File: src/rtl/fts_regs.svh
`ifndef FTS_REGS_SVH
`define FTS_REGS_SVH

// Geometry of the modelled array, kept small so flip-flop storage is sane
`define FTS_ADDR_W 6
`define FTS_DEPTH 64
`define FTS_BYTES 4
`define FTS_BYTE_W 8
`define FTS_DATA_W 32
// Burst counter field in the address
`define FTS_BURST_LSB 0
`define FTS_BURST_W 2
// Strap and sleep defaults seen when the pins float
`define FTS_MODE_FLOAT 1'b1
`define FTS_SLEEP_FLOAT 1'b0
// Burst order encodings of the strap level
`define FTS_MODE_LINEAR 1'b0
`define FTS_MODE_INTERLEAVED 1'b1

`endif

File: src/rtl/fts_pkg.sv
package fts_pkg;
   // Bus cycle state of the port
   typedef enum logic [1:0] {
      FTS_DESEL,
      FTS_READ,
      FTS_WRITE
   } fts_state_e;

   // Address phase request as sampled on the pins
   typedef struct packed {
      logic [5:0] addr;
      logic proc_strobe_n;
      logic ctrl_strobe_n;
      logic burst_step_n;
      logic ce_first_n;
      logic ce_second;
      logic ce_third_n;
   } fts_addr_s;

   // Write control as sampled on the pins
   typedef struct packed {
      logic global_write_n;
      logic byte_write_enable_n;
      logic [3:0] byte_write_select_n;
   } fts_wr_s;

   typedef logic [1:0] fts_burst_t;
endpackage

File: src/rtl/fts_sram_port.sv
`timescale 1ns/1ps
`include "fts_regs.svh"

// Function
// Processor strobe low captures address and loads burst counter bits.
// Processor strobe ignored while first chip enable is high.
// Controller strobe low captures address and loads burst counter bits.
// Both strobes low: only the processor strobe is acted upon.
// Host drives byte write enable low with byte selects for byte writes.
// Sleep high enters a retaining low-activity state, asynchronously.
// Sleep held low or floating; floating reads as normal operation.
// Input data lines are registered on the rising clock edge.
// Read data is the location addressed at the preceding edge, unregistered.
// Output enable low drives data and parity; high floats them, async.
// Outputs float in write data phase, first cycle after deselect, deselected.
// Parity lines act like data; each written only with its byte select.
// Strap low selects linear order; high or floating selects interleaved.
// System keeps the burst-order strap constant during operation.
// Global write low writes all bytes regardless of byte enables.
// Byte selects count only when byte write enable is asserted.
// Chip enables sampled only when a new external address loads.
// Burst advance low during a burst increments the burst address.
// Counter wraps in four; interleaved XORs, linear adds, count modulo four.
module fts_sram_port (
   input wire logic clk_i,
   input wire logic nrst_i,
   input wire fts_pkg::fts_addr_s addr_i,
   input wire fts_pkg::fts_wr_s wr_i,
   input wire logic output_enable_n_i,
   input wire logic sleep_request_i,
   input wire logic sleep_request_oe_i,
   input wire logic mode_i,
   input wire logic mode_oe_i,
   input wire logic [`FTS_DATA_W-1:0] data_i,
   input wire logic [`FTS_BYTES-1:0] parity_lines_i,
   output logic [`FTS_DATA_W-1:0] data_o,
   output logic [`FTS_BYTES-1:0] parity_lines_o,
   output logic data_oe_o,
   output logic sleeping_o
);
   localparam int AW = `FTS_ADDR_W;
   // One word holds all four data lanes and, above them, their parity bits
   localparam int BW = `FTS_DATA_W + `FTS_BYTES;

   fts_pkg::fts_state_e state_r, state_nxt;
   logic [AW-1:0] addr_r, addr_nxt;
   logic first_r, first_nxt;
   logic [BW-1:0] mem_r [`FTS_DEPTH];
   logic [BW-1:0] mem_nxt [`FTS_DEPTH];
   logic [`FTS_DATA_W-1:0] din_r;
   logic [`FTS_BYTES-1:0] pin_r;
   logic [`FTS_DATA_W-1:0] rd_data;
   logic [`FTS_BYTES-1:0] rd_par;
   logic sleep;
   logic mode;
   logic proc_go;
   logic ctrl_go;
   logic load;
   logic selected;
   logic wr_any;
   logic [`FTS_BYTES-1:0] byte_we;
   logic step;
   fts_pkg::fts_burst_t burst;
   logic [AW-1:0] cur_addr;

   // Floating pins fall back to the internal pull resistors
   assign sleep = sleep_request_oe_i ? sleep_request_i
                                     : `FTS_SLEEP_FLOAT;
   assign mode = mode_oe_i ? mode_i : `FTS_MODE_FLOAT;

   // Byte enables of a write: global write overrides byte qualifiers
   function automatic logic [`FTS_BYTES-1:0] write_bytes(
      input fts_pkg::fts_wr_s w
   );
      if (!w.global_write_n) begin
         write_bytes = {`FTS_BYTES{1'b1}};
      end else if (!w.byte_write_enable_n) begin
         write_bytes = ~w.byte_write_select_n;
      end else begin
         write_bytes = {`FTS_BYTES{1'b0}};
      end
   endfunction

   // Strobe decode with processor priority and first enable gating
   assign proc_go = !addr_i.proc_strobe_n
                    && !addr_i.ce_first_n;
   assign ctrl_go = !addr_i.ctrl_strobe_n
                    && addr_i.proc_strobe_n;
   assign load = (proc_go || ctrl_go) && !sleep;
   assign selected = !addr_i.ce_first_n && addr_i.ce_second
                     && !addr_i.ce_third_n;
   assign byte_we = write_bytes(wr_i);
   assign wr_any = |byte_we;
   assign step = !load && !sleep && !addr_i.burst_step_n
                 && (state_r != fts_pkg::FTS_DESEL);
   assign cur_addr = {addr_r[AW-1:`FTS_BURST_W], burst};

   fts_burst_counter u_burst (
      .clk_i(clk_i),
      .nrst_i(nrst_i),
      .load_i(load && selected),
      .step_i(step),
      .mode_i(mode),
      .start_i(addr_i.addr[`FTS_BURST_W-1:0]),
      .burst_o(burst)
   );

   // Cycle state: address phase loads, later edges follow write inputs
   always_comb begin
      state_nxt = state_r;
      addr_nxt = addr_r;
      first_nxt = 1'b0;
      if (sleep) begin
         state_nxt = state_r;
      end else if (load) begin
         if (selected) begin
            addr_nxt = addr_i.addr;
            first_nxt = (state_r == fts_pkg::FTS_DESEL);
            // Processor strobe ignores write inputs in its first cycle
            if (ctrl_go && wr_any) begin
               state_nxt = fts_pkg::FTS_WRITE;
            end else begin
               state_nxt = fts_pkg::FTS_READ;
            end
         end else begin
            state_nxt = fts_pkg::FTS_DESEL;
         end
      end else if (state_r != fts_pkg::FTS_DESEL) begin
         state_nxt = wr_any ? fts_pkg::FTS_WRITE : fts_pkg::FTS_READ;
      end
   end

   always_ff @(posedge clk_i or negedge nrst_i) begin
      if (!nrst_i) begin
         state_r <= fts_pkg::FTS_DESEL;
         addr_r <= '0;
         first_r <= 1'b0;
      end else begin
         state_r <= state_nxt;
         addr_r <= addr_nxt;
         first_r <= first_nxt;
      end
   end

   // Input data register, captured every edge while awake
   always_ff @(posedge clk_i or negedge nrst_i) begin
      if (!nrst_i) begin
         din_r <= '0;
         pin_r <= '0;
      end else if (!sleep) begin
         din_r <= data_i;
         pin_r <= parity_lines_i;
      end
   end

   // Array write: a write edge stores the bytes it enables
   always_comb begin
      mem_nxt = mem_r;
      // A load edge never writes: the old burst address would be hit
      if (!sleep && state_r != fts_pkg::FTS_DESEL && wr_any
          && !load) begin
         for (int b = 0; b < `FTS_BYTES; b++) begin
            if (byte_we[b]) begin
               mem_nxt[cur_addr][`FTS_DATA_W+b] =
                  parity_lines_i[b];
               mem_nxt[cur_addr][b*`FTS_BYTE_W +: `FTS_BYTE_W] =
                  data_i[b*`FTS_BYTE_W +: `FTS_BYTE_W];
            end
         end
      end
   end

   // Storage lives in plain flops, cleared only by reset
   always_ff @(posedge clk_i or negedge nrst_i) begin
      if (!nrst_i) begin
         for (int i = 0; i < `FTS_DEPTH; i++) begin
            mem_r[i] <= '0;
         end
      end else begin
         mem_r <= mem_nxt;
      end
   end

   // Flow-through read path straight from the array
   always_comb begin
      rd_data = mem_r[cur_addr][`FTS_DATA_W-1:0];
      rd_par = mem_r[cur_addr][BW-1:`FTS_DATA_W];
   end

   // Output drivers gated asynchronously by output enable
   assign data_oe_o = !output_enable_n_i && !sleep
                      && state_r == fts_pkg::FTS_READ
                      && !first_r;
   assign data_o = rd_data;
   assign parity_lines_o = rd_par;
   assign sleeping_o = sleep;
endmodule

File: src/rtl/fts_burst_counter.sv
`timescale 1ns/1ps
`include "fts_regs.svh"

// Two-bit wraparound burst counter with strap-selected order
module fts_burst_counter (
   input wire logic clk_i,
   input wire logic nrst_i,
   input wire logic load_i,
   input wire logic step_i,
   input wire logic mode_i,
   input wire fts_pkg::fts_burst_t start_i,
   output fts_pkg::fts_burst_t burst_o
);
   fts_pkg::fts_burst_t start_r, start_nxt;
   fts_pkg::fts_burst_t count_r, count_nxt;

   // Next burst address from start bits and count
   function automatic fts_pkg::fts_burst_t next_addr(
      input fts_pkg::fts_burst_t s,
      input fts_pkg::fts_burst_t c,
      input logic m
   );
      if (m == `FTS_MODE_INTERLEAVED) begin
         next_addr = s ^ c;
      end else begin
         next_addr = fts_pkg::fts_burst_t'(s + c);
      end
   endfunction

   // Load restarts the count, a step advances it
   always_comb begin
      start_nxt = start_r;
      count_nxt = count_r;
      if (load_i) begin
         start_nxt = start_i;
         count_nxt = 2'h0;
      end else if (step_i) begin
         count_nxt = fts_pkg::fts_burst_t'(count_r + 2'h1);
      end
   end

   always_ff @(posedge clk_i or negedge nrst_i) begin
      if (!nrst_i) begin
         start_r <= 2'h0;
         count_r <= 2'h0;
      end else begin
         start_r <= start_nxt;
         count_r <= count_nxt;
      end
   end

   assign burst_o = next_addr(start_r, count_r, mode_i);
endmodule

File: config.mk
export PLATFORM = sky130hd
export DESIGN_NAME = fts_sram_port
export DESIGN_NICKNAME = d
export VERILOG_FILES = /design/src/rtl/fts_pkg.sv /design/src/rtl/fts_sram_port.sv /design/src/rtl/fts_burst_counter.sv
export VERILOG_INCLUDE_DIRS = /design/src /design/src/rtl
export SDC_FILE = /design/constraint.sdc
export NUM_CORES = 2
export LEC_CHECK = 0
export BUFFER_PORTS_ARGS = -buffer_cell sky130_fd_sc_hd__buf_2
export CORE_UTILIZATION = 25
export CTS_BUF_LIST = sky130_fd_sc_hd__clkbuf_16
export DETAILED_ROUTE_END_ITERATION = 10
export PLACE_DENSITY = 0.47
export SYNTH_ARGS = -nofsm -noshare
export SYNTH_HDL_FRONTEND = slang
export SYNTH_SLANG_ARGS = --single-unit
File: constraint.sdc
create_clock -name clk_i -period 3.4 [get_ports clk_i]
set_input_delay 0 -clock clk_i [delete_from_list [all_inputs] [get_ports clk_i]]
set_output_delay 0 -clock clk_i [all_outputs]
set_load 0.01 [all_outputs]
==> impl_metrics.py <==
metrics = {
    "status": {
        "status": "finished, violations left",
        "violations": "DRC, setup timing",
    },
    "floorplan": {
        "core_area_um2": 424000,
        "die_area_um2": 429000,
        "initial_core_util_pct": 25.1,
        "rows": 239,
        "ioPinCount": 99,
        "die_x_um": 655,
        "die_y_um": 655,
    },
    "setup_path": {
        "reg2reg_from": "addr_r[3]$_DFFE_PN0P_",
        "end_kind": "primary output",
        "worstPathArrival_ns": 4.21,
        "crit_path_start": "u_burst.start_r[0]$_DFFE_PN0P_",
        "path_max_fanout": 9,
        "crit_type": "flop to primary output",
        "critPathLaunchType": "flop",
        "reg2reg_to": "mem_r[198]$_DFFE_PN0P_",
        "critPathRequiredTime_ns": 3.40,
        "reg2reg_slack_ns": 0.09,
        "r2r_cells": 7,
    },
    "place": {
        "port_buffers": 98,
        "pre_cts_ws_ns": -0.540,
        "hpwl_um": 252000,
        "place_inst": 14149,
        "place.gp.congestion": 0.809,
    },
    "sta": {
        "min_period_ns": 4.21,
        "fin_ws_ns": -0.811,
        "finalCritPeriodShare_pct": 124,
        "hold_viol": 0,
        "fin_hold_ws_ns": 0.0317,
        "max_freq_ghz": 0.237,
        "rsz0062_at_grt": "true",
        "clock_skew_ns": 0.0404,
        "slew_violations": 0,
        "fin_tns_setup_ns": -24.27,
        "worst_pin_slew_ns": 1.29,
        "slew_headroom_pct": 14.3,
        "setup_viol": 36,
    },
    "global_routing": {
        "track_usage_pct": 17.5,
        "grt_pass1_wl_um": 557000,
        "overflow": 0,
        "antenna_found_initial": 30,
        "grt_max_degree": 132,
        "grt_pass1_vias": 76061,
    },
    "hold_path": {
        "min-delay-path-class": "input pin to flop",
        "worstHoldEndpoint": "mem_r[1974]$_DFFE_PN0P_",
        "holdPathStages": 2,
        "hold_path_startpoint": "data_i[30]",
    },
    "detailed_routing": {
        "wl_per_cell_um": 25.9,
        "drc": 12,
        "wl_um": 383000,
        "vias": 72838,
        "firstDrtPassIters": 9,
        "vias_per_cell": 4.93,
        "dr.first_iter.drc_count": 5090,
        "ant_nets": 0,
    },
    "layout": {
        "area_growth_pct": 22.3,
        "fillers": 42747,
        "seq_area_um2": 57900,
        "fin_nets": 8968,
        "multi_input_area_um2": 47100,
        "stdcell_count": 14766,
        "drive_above_1_share_pct": 43.7,
    },
    "clock_network": {
        "path_clk_slew_ns": 0.06,
        "cts_max_level": 5,
        "clk_path_buf_depth": 4,
        "cts_tree": "done",
        "cts_buffers": 265,
        "clkLatencyLatePin_ns": 0.89,
        "root_buffer": "clkbuf_16",
        "clkSinkCount": 2315,
    },
    "logic_synthesis": {
        "synth_area_um2": 107000,
        "yosysWarnings": 0,
        "async_reset_ff_share_pct": 100,
        "synth_top_area_share_pct": 54.4,
        "synth_cell_types": 56,
        "synthTopCellsByArea": "dfrtp_1, mux2_2, nand2_1",
        "synth_nets": 8370,
        "yosysTopAreaCell": "dfrtp_1",
        "synth-edff-count": 0,
        "yosysMostFrequentCell": "dfrtp_1",
        "synthCells": 8308,
        "yosysSeqAreaShare_pct": 54.4,
        "avgSynthCellArea_um2": 12.8,
        "synth_common_cells": "dfrtp_1, mux2_2, nand2_1",
        "synth_seq_cells": 2315,
        "ys.flop_type": "dfrtp_1",
    },
    "power_and_ir_drop": {
        "peakVddDrop_uv": 334,
        "p_per_area_nw_per_um2": 573,
        "p_leak_nw": 60.5,
    },
    "flow_run": {
        "drv_cap": 0,
    },
}
cells by family (layout without fill, tap and decap cells):
kind of cell | after synthesis | after routing | share of synthesized area, %
other | 0 | 15 | 0
buffers and inverters | 629 | 1409 | 2.44
AND/OR/NAND/NOR | 2018 | 2018 | 8.89
XOR/XNOR | 5 | 5 | 0.0481
adder cells (fa/ha/maj) | 1 | 1 | 0.0117
AO/OA/AOI/OAI | 516 | 516 | 3.29
multiplexers | 2824 | 2824 | 31.0
flip-flops | 2315 | 2315 | 54.4
routing by layer:
metal / vias to the layer above / global-route usage (%) / share of wire, %
li1: 31197 / - / -
met5: - / 0 / 0.0060
met2: 1775 / 28.4 / 47
met3: 518 / 2.03 / 4.5
met1: 39344 / 24.4 / 46
met4: 4 / 5.23 / 3.0
power by group:
part           internal [mW]  total [mW]  leakage, nW  switching [mW]
registers               28.4        28.9         32.2           0.466
logic                   7.03        18.5         24.2            11.4
clock network           15.4        27.4         4.15            12.1
flip-flops by register name (all words and copies together) (netlist names):
signal,flops
first_r,1
u_burst.start_r,2
mem_r,2304
u_burst.count_r,2
state_r,2
addr_r,4
cell usage in the layout (no fill, tap or decap), types with 21 or more instances in the layout:
cell and count:
dfrtp_1 2313, mux2_2 2307, nand2_1 1218, buf_4 554, nand3_1 365, mux2i_1 340
clkbuf_16 279, a31oi_1 157, mux4_2 147, buf_12 135, o22ai_1 115, buf_2 89
a32oi_1 78, nand4_1 75, dlygate4sd3_1 71, nor2_1 68, nor2_2 66, inv_1 61
clkinv_1 54, nor3_4 49, a21oi_1 48, buf_6 47, buf_16 34, clkinv_2 28
nor3_1 27, a22oi_1 21
timing repair:
action	CTS	global route
buffers inserted	45	13
hold endpoints to repair	2835	0
gates resized for setup	239	70
endpoints found under the setup margin	36	37
gates cloned	15	8
hold buffers	72	0
pin swaps	36	16
worst max path at each step:
stage                                         end  slack, ns
after floorplan           mem_r[2196]$_DFFE_PN0P_       0.64
after CTS                              data_o[20]      -0.91
after detailed placement               data_o[20]      -0.54
after global routing                   data_o[12]      -0.90
after global placement                 data_o[22]      -0.59
final                                  data_o[12]      -0.81
cell type report:
cell class                 instances  share of cell area [%]
tap                             5663                    5.44
clock inverter                   178                   0.949
timing repair buffer             959                    7.81
sequential                      2315                    44.4
antenna                           15                  0.0288
clock buffer                     271                    5.20
inverter                           1                 0.00288
multi-input combinational       5364                    36.1
stage by stage:
step | instance area [µm²] | power (mW) | utilization (%)
floorplan | 107000 | 36.9 | -
global placement | 119000 | 45.3 | 28.0
detailed placement | 119000 | 45.4 | 28.0
CTS | 130000 | 75.1 | 30.6
global route | 130000 | 77.4 | 30.7
finish | 130000 | 74.7 | 30.7
worst max-delay path: stages, from the launching register on:
cell	delay, ns
dfrtp_1	0.39
ha_4	0.14
nand3b_1	0.14
xnor2_2	0.23
buf_12	0.20
buf_16	0.19
buf_4	0.18
mux2i_1	0.21
o22ai_1	0.13
nor4_2	0.34
buf_4	0.16
nand2_1	0.13
or3_4	0.55
buf_4	0.18
buf_2	0.13
(Power assumes the default switching activity.)
